File: src/hdl/ifa_defines.vh
/*
 * ifa_defines.vh: register offsets, field positions, mode codes and reset
 * values of the input function assignment block.
 * Assumes inclusion by bare name from the design files under hdl/.
 */
`ifndef IFA_DEFINES_VH
`define IFA_DEFINES_VH

// register indices; byte address is index times four
`define IFA_IDX_CNT_LOW      10'h190
`define IFA_IDX_CNT_HIGH     10'h191
`define IFA_IDX_PCATCH       10'h192
`define IFA_IDX_INTSEL       10'h193
`define IFA_IDX_INTSTAT      10'h194
`define IFA_IDX_INTMASK      10'h195
`define IFA_IDX_CNTA         10'h196
`define IFA_IDX_CNTB         10'h197
`define IFA_IDX_CNTC         10'h198
`define IFA_IDX_CNTD         10'h199
`define IFA_IDX_ROUTE        10'h19A

// counter-mode register: first channel in [3:0], second in [7:4]
`define IFA_FIRST_LSB        0
`define IFA_SECOND_LSB       4

// first-channel mode codes
`define IFA_M1_OFF           4'h0
`define IFA_M1_QUAD          4'h1
`define IFA_M1_QUAD_RST      4'h2
`define IFA_M1_UP            4'h3
`define IFA_M1_UP_RST        4'h4
`define IFA_M1_DN            4'h5
`define IFA_M1_DN_RST        4'h6
`define IFA_M1_UPDN          4'h7
`define IFA_M1_UPDN_RST      4'h8
`define IFA_M1_DIR           4'h9
`define IFA_M1_DIR_RST       4'hA

// second-channel mode codes
`define IFA_M2_OFF           4'h0
`define IFA_M2_UP            4'h1
`define IFA_M2_UP_RST        4'h2
`define IFA_M2_DN            4'h3
`define IFA_M2_DN_RST        4'h4

// interrupt select: enables in [7:0], falling-edge selects in [15:8]
`define IFA_INT_EN_LSB       0
`define IFA_INT_FALL_LSB     8

// reset values
`define IFA_RST_CFG          16'h0000
`define IFA_RST_BYTE         8'h00
`define IFA_RST_CNT          16'h0000

`endif

File: src/hdl/ifa_edge_det.v
/*
 * ifa_edge_det.v: rising and falling edge detector for one input.
 * Assumes the input is already synchronous to mclk.
 */
`default_nettype none

module ifa_edge_det (
   input  wire mclk,
   input  wire nrst,
   input  wire sigIn,
   output wire rise,
   output wire fall
);
   reg         prev_q;

   // previous sample; idle low after reset
   always @(posedge mclk) begin
      if (!nrst)
         prev_q <= 1'b0;
      else
         prev_q <= sigIn;
   end

   assign rise = sigIn & ~prev_q;
   assign fall = ~sigIn & prev_q;
endmodule // ifa_edge_det

`default_nettype wire

File: src/hdl/ifa_counter_pair.v
/*
 * ifa_counter_pair.v: one pair of counter channels fed from three inputs
 * (first pulse, second pulse, shared reset).
 * Assumes edge pulses from ifa_edge_det and mode fields from registers.
 */
`default_nettype none
`include "ifa_defines.vh"

module ifa_counter_pair (
   input  wire        mclk,
   input  wire        nrst,
   input  wire [3:0]  modeFirst,
   input  wire [3:0]  modeSecond,
   input  wire [2:0]  level,
   input  wire [2:0]  rise,
   input  wire [2:0]  fall,
   output reg  [15:0] countFirst_q,
   output reg  [15:0] countSecond_q,
   output wire [2:0]  claimed
);
   wire        firstOn;
   wire        twoInput;
   wire        secondOn;
   wire        firstRstReq;
   wire        secondRstReq;
   wire        secondRstOwn;
   wire        firstRstOwn;
   wire        quadStep;
   wire        quadUp;
   reg         incA;
   reg         decA;
   reg         incB;
   reg         decB;

   assign firstOn  = (modeFirst != `IFA_M1_OFF) &&
                     (modeFirst <= `IFA_M1_DIR_RST);
   assign twoInput = (modeFirst == `IFA_M1_QUAD) ||
                     (modeFirst == `IFA_M1_QUAD_RST) ||
                     (modeFirst == `IFA_M1_UPDN) ||
                     (modeFirst == `IFA_M1_UPDN_RST) ||
                     (modeFirst == `IFA_M1_DIR) ||
                     (modeFirst == `IFA_M1_DIR_RST);
   // second channel config ignored under a two-input first mode
   assign secondOn = !twoInput && (modeSecond != `IFA_M2_OFF) &&
                     (modeSecond <= `IFA_M2_DN_RST); // [RQ9] [RQ10]
   assign firstRstReq  = (modeFirst == `IFA_M1_QUAD_RST) ||
                         (modeFirst == `IFA_M1_UP_RST) ||
                         (modeFirst == `IFA_M1_DN_RST) ||
                         (modeFirst == `IFA_M1_UPDN_RST) ||
                         (modeFirst == `IFA_M1_DIR_RST);
   assign secondRstReq = secondOn && ((modeSecond == `IFA_M2_UP_RST) ||
                         (modeSecond == `IFA_M2_DN_RST));
   // shared reset goes to the second channel when both claim it
   assign secondRstOwn = secondRstReq; // [RQ11]
   assign firstRstOwn  = firstRstReq && !secondRstReq; // [RQ11]

   assign claimed[0] = firstOn;
   assign claimed[1] = twoInput || secondOn;
   assign claimed[2] = firstRstReq || secondRstReq;

   // x2 quadrature: both edges of phase A count, phase B gives direction
   assign quadStep = rise[0] | fall[0]; // [RQ2]
   assign quadUp   = rise[0] ? ~level[1] : level[1];

   // first-channel step decode
   always @* begin
      incA = 1'b0;
      decA = 1'b0;
      case (modeFirst)
         `IFA_M1_QUAD, `IFA_M1_QUAD_RST: begin // [RQ2]
            incA = quadStep & quadUp;
            decA = quadStep & ~quadUp;
         end
         `IFA_M1_UP, `IFA_M1_UP_RST: incA = rise[0]; // [RQ3]
         `IFA_M1_DN, `IFA_M1_DN_RST: decA = rise[0]; // [RQ3]
         `IFA_M1_UPDN, `IFA_M1_UPDN_RST: begin // [RQ4]
            incA = rise[0] & ~rise[1];
            decA = rise[1] & ~rise[0];
         end
         `IFA_M1_DIR, `IFA_M1_DIR_RST: begin // [RQ5]
            incA = rise[0] & ~level[1];
            decA = rise[0] & level[1];
         end
         default: begin
            incA = 1'b0;
            decA = 1'b0;
         end
      endcase
   end

   // second-channel step decode on the second input
   always @* begin
      incB = 1'b0;
      decB = 1'b0;
      if (secondOn) begin
         case (modeSecond)
            `IFA_M2_UP, `IFA_M2_UP_RST: incB = rise[1]; // [RQ6] [RQ8]
            `IFA_M2_DN, `IFA_M2_DN_RST: decB = rise[1]; // [RQ6] [RQ8]
            default: begin
               incB = 1'b0;
               decB = 1'b0;
            end
         endcase
      end
   end

   // counters; reset input clears while high and beats a step
   always @(posedge mclk) begin
      if (!nrst) begin
         countFirst_q  <= `IFA_RST_CNT;
         countSecond_q <= `IFA_RST_CNT;
      end else begin
         if (!firstOn)
            countFirst_q <= `IFA_RST_CNT; // [RQ1]
         else if (firstRstOwn && level[2])
            countFirst_q <= `IFA_RST_CNT;
         else if (incA)
            countFirst_q <= countFirst_q + 16'h0001;
         else if (decA)
            countFirst_q <= countFirst_q - 16'h0001;
         if (!secondOn)
            countSecond_q <= `IFA_RST_CNT;
         else if (secondRstOwn && level[2])
            countSecond_q <= `IFA_RST_CNT;
         else if (incB)
            countSecond_q <= countSecond_q + 16'h0001;
         else if (decB)
            countSecond_q <= countSecond_q - 16'h0001;
      end
   end
endmodule // ifa_counter_pair

`default_nettype wire

File: src/hdl/ifa_input_assign.v
/*
 * ifa_input_assign.v: top of the input function assignment block.
 * Four counter channels on inputs 0..5, pulse catch and edge interrupts
 * on inputs 0..7, arbitrated per input; registers on a plain port.
 * Assumes inputs synchronous to mclk and a master that never waits.
 */
// Chosen here: the strobed register port.
// Functional notes
// RQ1: first channel off by default, input free
// RQ2: first channel two-phase, optional reset input
// RQ3: first channel up or down, optional reset
// RQ4: first channel separate up/down pulses, optional reset
// RQ5: first channel pulse plus direction, optional reset
// RQ6: second channel off, else up/down on input_1
// RQ7: third channel mirrors first on inputs 3-5
// RQ8: fourth channel off, else up/down on input_4
// RQ9: two-input first mode ignores second channel
// RQ10: two-input third mode ignores fourth channel
// RQ11: shared reset overlap goes to second channel
// RQ12: per-input pulse catch select, default clear
// RQ13: per-input interrupt enable, default clear
// RQ14: edge select set means falling edge
// RQ15: priority counter, then pulse catch, then interrupt
// RQ16: edge select clear means rising edge
`default_nettype none
`include "ifa_defines.vh"

module ifa_input_assign (
   input  wire        mclk,
   input  wire        nrst,
   input  wire [7:0]  inPins,
   input  wire [11:0] regAddr,
   input  wire [31:0] regWdata,
   input  wire        regWr,
   input  wire        regRd,
   output reg  [31:0] regRdata_q,
   output wire [7:0]  inputLevel,
   output wire        irq
);
   wire [9:0]  regIdx;
   reg  [15:0] cntLow_q;
   reg  [15:0] cntHigh_q;
   reg  [7:0]  pcatch_q;
   reg  [15:0] intSel_q;
   reg  [7:0]  intStat_q;
   reg  [7:0]  intMask_q;
   reg  [7:0]  caught_q;
   reg  [31:0] rdata_d;
   wire [7:0]  rise;
   wire [7:0]  fall;
   wire [2:0]  claimLow;
   wire [2:0]  claimHigh;
   wire [7:0]  cntClaim;
   wire [7:0]  pcActive;
   wire [7:0]  intActive;
   wire [7:0]  intEdge;
   wire [15:0] cntA;
   wire [15:0] cntB;
   wire [15:0] cntC;
   wire [15:0] cntD;
   wire        rdStat;
   wire        rdCaught;

   assign regIdx = regAddr[11:2];

   // one edge detector per input
   genvar gi;
   generate
      for (gi = 0; gi < 8; gi = gi + 1) begin : gEdge
         ifa_edge_det uEdge (
            .mclk  (mclk),
            .nrst  (nrst),
            .sigIn (inPins[gi]),
            .rise  (rise[gi]),
            .fall  (fall[gi])
         );
      end
   endgenerate

   // first pair on inputs 0..2, from the low-inputs mode register
   ifa_counter_pair uPairLow (
      .mclk          (mclk),
      .nrst          (nrst),
      .modeFirst     (cntLow_q[`IFA_FIRST_LSB +: 4]), // [RQ1]
      .modeSecond    (cntLow_q[`IFA_SECOND_LSB +: 4]), // [RQ6]
      .level         (inPins[2:0]),
      .rise          (rise[2:0]),
      .fall          (fall[2:0]),
      .countFirst_q  (cntA),
      .countSecond_q (cntB),
      .claimed       (claimLow)
   );

   // second pair on inputs 3..5, same mode set
   ifa_counter_pair uPairHigh (
      .mclk          (mclk),
      .nrst          (nrst),
      .modeFirst     (cntHigh_q[`IFA_FIRST_LSB +: 4]), // [RQ7]
      .modeSecond    (cntHigh_q[`IFA_SECOND_LSB +: 4]), // [RQ8]
      .level         (inPins[5:3]),
      .rise          (rise[5:3]),
      .fall          (fall[5:3]),
      .countFirst_q  (cntC),
      .countSecond_q (cntD),
      .claimed       (claimHigh)
   );

   // arbitration: counter beats pulse catch beats interrupt
   assign cntClaim  = {2'b00, claimHigh, claimLow};
   assign pcActive  = pcatch_q & ~cntClaim; // [RQ15] [RQ12]
   assign intActive = intSel_q[`IFA_INT_EN_LSB +: 8] &
                      ~cntClaim & ~pcatch_q; // [RQ15] [RQ13]

   // per-input edge choice: set means falling, clear means rising
   assign intEdge = (fall & intSel_q[`IFA_INT_FALL_LSB +: 8]) | // [RQ14]
                    (rise & ~intSel_q[`IFA_INT_FALL_LSB +: 8]); // [RQ16]

   // raw levels for software, with caught pulses stretched in
   assign inputLevel = inPins | caught_q;

   assign rdStat   = regRd && (regIdx == `IFA_IDX_INTSTAT);
   assign rdCaught = regRd && (regIdx == `IFA_IDX_ROUTE);

   // configuration registers, all clear after reset
   always @(posedge mclk) begin
      if (!nrst) begin
         cntLow_q  <= `IFA_RST_CFG; // [RQ1] [RQ6] [RQ8]
         cntHigh_q <= `IFA_RST_CFG;
         pcatch_q  <= `IFA_RST_BYTE; // [RQ12]
         intSel_q  <= `IFA_RST_CFG; // [RQ13]
         intMask_q <= `IFA_RST_BYTE;
      end else if (regWr) begin
         case (regIdx)
            `IFA_IDX_CNT_LOW:  cntLow_q  <= regWdata[15:0];
            `IFA_IDX_CNT_HIGH: cntHigh_q <= regWdata[15:0];
            `IFA_IDX_PCATCH:   pcatch_q  <= regWdata[7:0];
            `IFA_IDX_INTSEL:   intSel_q  <= regWdata[15:0];
            `IFA_IDX_INTMASK:  intMask_q <= regWdata[7:0];
            default: ;
         endcase
      end
   end

   // pulse catch: hold a seen rising edge until software reads it,
   // so a pulse shorter than the scan is not lost; set beats clear
   always @(posedge mclk) begin
      if (!nrst)
         caught_q <= `IFA_RST_BYTE;
      else if (rdCaught)
         caught_q <= rise & pcActive; // [RQ12]
      else
         caught_q <= caught_q | (rise & pcActive); // [RQ12]
   end

   // interrupt status: sticky, cleared by read, new edge wins
   always @(posedge mclk) begin
      if (!nrst)
         intStat_q <= `IFA_RST_BYTE;
      else if (rdStat)
         intStat_q <= intEdge & intActive; // [RQ13]
      else
         intStat_q <= intStat_q | (intEdge & intActive); // [RQ13]
   end

   assign irq = |(intStat_q & intMask_q);

   // read mux; unmapped addresses read zero
   always @* begin
      rdata_d = 32'h00000000;
      case (regIdx)
         `IFA_IDX_CNT_LOW:  rdata_d = {16'h0000, cntLow_q};
         `IFA_IDX_CNT_HIGH: rdata_d = {16'h0000, cntHigh_q};
         `IFA_IDX_PCATCH:   rdata_d = {24'h000000, pcatch_q};
         `IFA_IDX_INTSEL:   rdata_d = {16'h0000, intSel_q};
         `IFA_IDX_INTSTAT:  rdata_d = {24'h000000, intStat_q};
         `IFA_IDX_INTMASK:  rdata_d = {24'h000000, intMask_q};
         `IFA_IDX_CNTA:     rdata_d = {16'h0000, cntA};
         `IFA_IDX_CNTB:     rdata_d = {16'h0000, cntB};
         `IFA_IDX_CNTC:     rdata_d = {16'h0000, cntC};
         `IFA_IDX_CNTD:     rdata_d = {16'h0000, cntD};
         `IFA_IDX_ROUTE:    rdata_d = {8'h00, caught_q, intActive,
                                       pcActive};
         default:           rdata_d = 32'h00000000;
      endcase
   end

   // read data stands only in the cycle after the strobe
   always @(posedge mclk) begin
      if (!nrst)
         regRdata_q <= 32'h00000000;
      else if (regRd)
         regRdata_q <= rdata_d;
      else
         regRdata_q <= 32'h00000000;
   end
endmodule // ifa_input_assign

`default_nettype wire

File: config.mk
export PLATFORM = sky130hd
export DESIGN_NAME = ifa_input_assign
export DESIGN_NICKNAME = d
export VERILOG_FILES = /design/src/hdl/ifa_edge_det.v /design/src/hdl/ifa_counter_pair.v /design/src/hdl/ifa_input_assign.v
export VERILOG_INCLUDE_DIRS = /design/src /design/src/hdl
export SDC_FILE = /design/constraint.sdc
export NUM_CORES = 1
export LEC_CHECK = 0
export BUFFER_PORTS_ARGS = -buffer_cell sky130_fd_sc_hd__buf_2
export CAP_MARGIN = 10
export CORE_ASPECT_RATIO = 1.25
export CORE_UTILIZATION = 56
export DETAILED_ROUTE_END_ITERATION = 12
export HOLD_SLACK_MARGIN = 0.1
export PLACE_DENSITY = 0.84
export SYNTH_ARGS = -nofsm -noshare
export SYNTH_HDL_FRONTEND = slang
export SYNTH_HIERARCHICAL = 1
export SYNTH_SLANG_ARGS = --single-unit
File: constraint.sdc
create_clock -name mclk -period 5.1 [get_ports mclk]
set_input_delay 0.51 -clock mclk [delete_from_list [all_inputs] [get_ports mclk]]
set_output_delay 0.51 -clock mclk [all_outputs]
set_load 0.02 [all_outputs]
# After elaboration in Yosys (flattened, before gate mapping)
# Index checks and enable logic that the tools add are counted.
[totals]
ff_bits = 184
inputBits = 56
output_inout_bits = 41
elab_cells = 245
[classes]
addsub = 8
order_cmp = 4
eq_ne = 39
mux = 25
n_bitwise = 72
reduce_logical = 77
[op_table]
columns = ["op", "n"]
rows = [
  ["$pmux 24 s11", 1],
  ["$mux 16", 8],
  ["$eq 10x9->1 const B", 11],
  ["$add 16x1->16 const B", 4],
  ["$and 8x8->8", 8],
  ["$sub 16x1->16 const B", 4],
  ["$eq 4x3->1 const B", 10],
  ["$eq 4x2->1 const B", 8],
  ["$or 8x8->8", 4],
  ["$and 1x1->1", 28],
  ["$reduce_or 2->1", 14],
  ["$not 1->1", 27],
  ["$eq 4x4->1 const B", 6],
  ["$logic_or 1x1->1", 24],
  ["$eq 4x1->1 const B", 4],
  ["$logic_and 1x1->1", 16],
  ["$mux 8", 2],
  ["$not 8->8", 2],
  ["$pmux 1 s4", 4],
  ["$reduce_bool 4->1", 4],
  ["$reduce_and 2->1", 6],
  ["$reduce_or 3->1", 4],
  ["$mux 1", 10],
  ["$le 4x3->1 const B", 2],
  ["6 further kinds", 14],
]

# Depth between registers and ports, before layout
[logic_depth]
word_depth = 17
depth_mapped = 14
depth_no_buf = 13

# Modules after synthesis
# The synthesis kept the hierarchy.
[by_module_without_submodules]
columns = ["mod", "n_inst", "cells_per_inst", "area_per_inst_um2", "seq_area_each_um2"]
rows = [
  ["ifa_input_assign", 1, 561, 5331.4, 2082.0],
  ["ifa_counter_pair at uPairHigh", 1, 418, 3120.5, 640.6],
  ["ifa_counter_pair at uPairLow", 1, 358, 2917.8, 640.6],
  ["ifa_edge_det", 8, 4, 38.8, 20.0],
]

# Worst setup path after synthesis
# No wires, ideal clock.
[synth_timing]
kind = "input-to-reg"
from = "input inPins[3]"
to = "register uPairHigh.countFirst_q[14]"
setup_time_ns = 0.123
t_arrival_ns = 4.313
required_ns = 4.977
path_slack_ns = 0.664
cell_stages = 11
path_buffers = 0
cell_sequence = "nor2b_1 ha_1 nor4bb_1 a211oi_1 ha_1 nor2b_1 o31a_1 o41a_1 or4_1 nand4_1 a21oi_1"
[synth_via]
elab_chain_len = 6
word_cells_on_any_way = 17
cone_classes = "4 x mux; 12 x bitwise; 1 x reduce/logical"
[synth_lines]
columns = ["item", "line", "rtl"]
rows = [
  ["start: declaration", "ifa_input_assign.v:31", "input wire [7:0] inPins,"],
  ["$not 1->1 / $and 1x1->1 (equally long branches)", "ifa_edge_det.v:25, ifa_edge_det.v:24", ""],
  ["$and 1x1->1 / $mux 1 (equally long branches)", "ifa_edge_det.v:25, ifa_counter_pair.v:63", ""],
  ["$or 1x1->1 / $not 1->1 (equally long branches)", "ifa_counter_pair.v:62, ifa_counter_pair.v:72", ""],
  ["$and 1x1->1 (on tied branches)", "ifa_counter_pair.v:71, ifa_counter_pair.v:72", ""],
  ["$pmux 1 s4", "ifa_counter_pair.v:69", "case (modeFirst)"],
  ["$mux 16 / $reduce_bool 2->1 (equally long branches)", "-", ""],
  ["end signal: assignment", "ifa_counter_pair.v:116", "countFirst_q <= `IFA_RST_CNT;"],
  ["end signal: assignment", "ifa_counter_pair.v:118", "countFirst_q <= countFirst_q + 16'h0001;"],
  ["end signal: assignment", "ifa_counter_pair.v:120", "countFirst_q <= countFirst_q - 16'h0001;"],
  ["end: declaration", "ifa_counter_pair.v:17", "output reg [15:0] countFirst_q,"],
]
# Several ways; a longest one is shown, not always the timed one.
# A chain may end at the register's enable or synchronous reset.

# Worst setup path after layout
[layout_timing]
from = "register cntLow_q[3]"
to = "register uPairLow.countSecond_q[15]"
[layout_via]
elab_chain_len = 12
word_cells_on_any_way = 22
cone_classes = "6 x eq/ne; 3 x mux; 1 x bitwise; 12 x reduce/logical"
[layout_lines]
columns = ["item", "line", "rtl"]
rows = [
  ["start: declaration", "ifa_input_assign.v:41", "reg [15:0] cntLow_q;"],
  ["start signal: assignment", "ifa_input_assign.v:127", "cntLow_q <= `IFA_RST_CFG;"],
  ["start signal: assignment", "ifa_input_assign.v:134", "`IFA_IDX_CNT_LOW: cntLow_q <= regWdata[15:0];"],
  ["$eq 4x1->1 (no source line) / $eq 4x2->1 (equally long branches)", "-", ""],
  ["$logic_or 1x1->1 (4 in a row)", "ifa_counter_pair.v:37", "assign twoInput = (modeFirst == `IFA_M1_QUAD) ||"],
  ["$logic_or 1x1->1 *", "ifa_counter_pair.v:37", ""],
  ["$logic_not 1->1 *", "ifa_counter_pair.v:44", "assign secondOn = !twoInput && (modeSecond != `IFA_M2_OFF) &&"],
  ["$logic_and 1x1->1 * (2 in a row)", "ifa_counter_pair.v:44", ""],
  ["$logic_and 1x1->1", "ifa_counter_pair.v:51", "assign secondRstReq = secondOn && ((modeSecond == `IFA_M2_UP_RST) ||"],
  ["$logic_and 1x1->1", "ifa_counter_pair.v:123", "else if (secondRstOwn && level[2])"],
  ["$reduce_or 3->1 (no source line)", "-", ""],
  ["end signal: assignment", "ifa_counter_pair.v:122", "countSecond_q <= `IFA_RST_CNT;"],
  ["end signal: assignment", "ifa_counter_pair.v:124", "countSecond_q <= `IFA_RST_CNT;"],
  ["end signal: assignment", "ifa_counter_pair.v:126", "countSecond_q <= countSecond_q + 16'h0001;"],
  ["end: declaration", "ifa_counter_pair.v:18", "output reg [15:0] countSecond_q,"],
]
# Mark *: on every way between the ends. The rest lies on a longest branch, timed or not.

==> summary.txt <==
STA
  • Final Skew: 8.29 ps
  • Setup TNS: 0 ps
  • Final Hold Vio Count: 0
  • Maximum clock rate: 234 MHz
  • Final setup fails: 0
  • Crit path time final: 4280 ps
  • RSZ-0062 raised after global routing: no
  • Final Max Tran Viols: 0
  • Worst slew pin tran: 1150 ps
  • Fin crit share: 83.8%
  • Relative slew slack: 23.0%

Pwr
  • Pwr Density: 226 nW/µm²
  • Total leakage power: 4.86 nW
  • VDD IR-drop max: 0.184 mV

Clocking
  • H-tree depth: 4
  • Reg clk slew, reported paths: 70 ps
  • Post-CTS Resized: 0
  • Cts hold-fix bufs: 0
  • TritonCTS clock tree: built
  • CTS Sinks: 176
  • CTS root buf: clkbuf_16
  • Worst-Skew Late Latency: 440 ps
  • Setup bufs post-CTS: 0
  • Max clock buf depth: 2
  • Num CTS Buffers: 17

Logic synthesis
  • Synth Instances: 1369
  • Main combinational cell family by area after synthesis: simple AND/OR/NAND/NOR gates
  • Synth cell types: 101
  • Sequential area share after synthesis: 30.2%
  • Synth Area in Compound Gates: 20.7%
  • Xor and xnor area share after synthesis: 3.07%
  • Post-synthesis mux area share: 11.3%
  • Adder-cell share of the synthesized area: 6.90%
  • Cell with the most instances after synthesis: dfxtp_1
  • Dominant synthesized flop cell: dfxtp_1
  • FF+latch count, synth: 176
  • Syn Area/Cell: 8.53 µm²
  • Post-synthesis simple-gate area fraction: 23.0%
  • Share of the synthesized area in the top cell type: 30.2%
  • Yosys warns: 6
  • Commonest cells post-synth: dfxtp_1 (176), nand2_1 (167), mux2i_1 (97)
  • Area leader, netlist: dfxtp_1
  • Top cells by area, synth: dfxtp_1 (30%), mux2i_1 (8.3%), ha_1 (6.2%)
  • Asr flop ratio synth: 0%
  • Post-synth EDFFs: 0
  • Post-synthesis cell area: 11700 µm²

Detailed routing
  • Number of routed nets with antenna violations: 0
  • Via count: 10954
  • Wire per inst: 20.5 µm
  • 1st-pass router iterations: 6
  • Via-to-Cell Ratio: 6.52
  • Iter 0 DRT Violations: 1245
  • Detailed Route WL: 34400 µm
  • Drt drc: 0

Critical path
  • CP Max Fanout: 18
  • Data required, critical path: 5430 ps
  • Crit end category: flop
  • Critical Path Source Type: flop
  • RR Endpoint: uPairLow/countSecond_q[15]$_SDFFE_PP0P_
  • Critical path type: reg2reg
  • R2r startpoint: cntLow_q[3]$_SDFFE_PN0P_
  • Worst Setup EP: uPairLow/countSecond_q[15]$_SDFFE_PP0P_
  • CP arrival: 4610 ps
  • Flop2flop setup slack: 820 ps
  • CP startpoint: cntLow_q[3]$_SDFFE_PN0P_
  • Worst-case reg-to-reg path depth: 12

Global route
  • First-pass GRT wire length: 53300 µm
  • GR Overflow Total: 0
  • Number of global-route vias before repair: 10024
  • Largest net degree at the start of global routing: 62
  • Gr usage total: 31.9%
  • Initial antenna violation count: 0

Floorplan
  • Die Wd: 131 µm
  • Die area: 21400 µm²
  • Number of I/O pins: 97
  • Die Span Y: 163 µm
  • Effective utilization at floorplan: 57.7%
  • Core ar.: 20200 µm²
  • Number of core rows: 58

Cells and area
  • ANT cells: 0
  • Layout cells sized above 1: 12.6%
  • Fin area: 12600 µm²
  • # nets final: 1515
  • Non-Filler Instances: 1680
  • P&R area growth vs syn: 8.28%

Placed design
  • Dpl hpwl: 25000 µm
  • DP Area: 12000 µm²
  • Placed insts: 1648
  • Gp weighted congestion: 0.977
  • Port Buffer Count: 70

Flow run
  • Max Cap Viol: 0

Run status
  • Outcome: finished clean

Hold path
  • Worst Hold Depth: 2
  • Hold Path Class: in2reg
state kept, by name, summed over array words and instances, names as in the netlist, 16 cells and up:
name,cells
uPairHigh/countSecond_q,16
cntHigh_q,16
uPairLow/countFirst_q,16
cntLow_q,16
uPairLow/countSecond_q,16
regRdata_q,24
uPairHigh/countFirst_q,16
intSel_q,16
routing by layer:
metal,vias to the layer above,part of all wire [%],global-route usage [%]
met5,-,0,0
met4,0,6.1,20.9
met3,134,9.0,6.11
met2,597,46,52.0
met1,5143,39,38.4
li1,5080,-,-
through the flow:
step	worst slack, ps	total power, mW	hold slack [ps]	utilization (%)
6_report	825	2.86	300	62.5
5_1_grt	581	2.93	314	62.5
4_1_cts	919	2.86	298	62.5
3_5_place_dp	877	1.55	447	59.5
3_3_place_gp	963	1.55	441	59.5
2_1_floorplan	664	1.51	431	-
power breakdown:
group          leakage, nW  internal, mW  switching (mW)
Clock                0.283         0.699           0.635
Combinational         3.16        0.0475           0.102
Sequential            1.42          1.38         0.00191
cells in the final DEF (no fill, tap or decap), types with 17 or more instances in the layout:
cell type / count
dfxtp_1: 176
nand2_1: 167
mux2i_1: 97
a21oi_1: 85
nor2_1: 83
buf_2: 69
nor2b_1: 60
ha_1: 58
inv_1: 45
o21ai_0: 39
xnor2_1: 32
nand3_1: 26
and2_1: 24
mux2_2: 22
nor3_1: 18
a31oi_1: 18
a21o_1: 18
clkbuf_16: 17
critical path: stages, from the launching register on:
cell       delay [ps]
dfxtp_1           800
nand3b_1          250
o2bb2ai_1         220
nand2_1           130
or4_4             660
ha_1              390
a21o_1            190
a221oi_1          350
a31oi_1           220
a221oi_1          450
mux2i_1           280
xnor2_1           150
nor2_1             60
area by class of cell:
class,instances,area [µm²]
inverters,45,169
well taps,270,338
repair buffers,76,398
fillers,1624,7600
multi-input cells,1081,7620
flip-flops and latches,176,3520
clock inverters,15,174
clock buffers,17,425
logic make-up (layout without fill, tap and decap cells):
logic type | Yosys count | in the layout
simple gates | 505 | 505
compound gates | 341 | 341
fa+ha+maj | 62 | 62
xor+xnor | 41 | 41
mux | 124 | 124
buf+inv | 119 | 153
flops | 176 | 176
other cells | 1 | 8
how the worst min path moves through the flow:
stage / slack (ps) / endpoint / start
floorplan: 430 / cntHigh_q[10]$_SDFFE_PN0P_ / cntHigh_q[10]$_SDFFE_PN0P_
global placement: 440 / cntHigh_q[10]$_SDFFE_PN0P_ / cntHigh_q[10]$_SDFFE_PN0P_
detailed placement: 450 / cntHigh_q[10]$_SDFFE_PN0P_ / cntHigh_q[10]$_SDFFE_PN0P_
CTS: 300 / gEdge[0].uEdge/prev_q$_SDFF_PN0_ / inPins[0]
global route: 310 / gEdge[6].uEdge/prev_q$_SDFF_PN0_ / inPins[6]
finish: 300 / gEdge[0].uEdge/prev_q$_SDFF_PN0_ / inPins[0]
(Power assumes the default switching activity.)
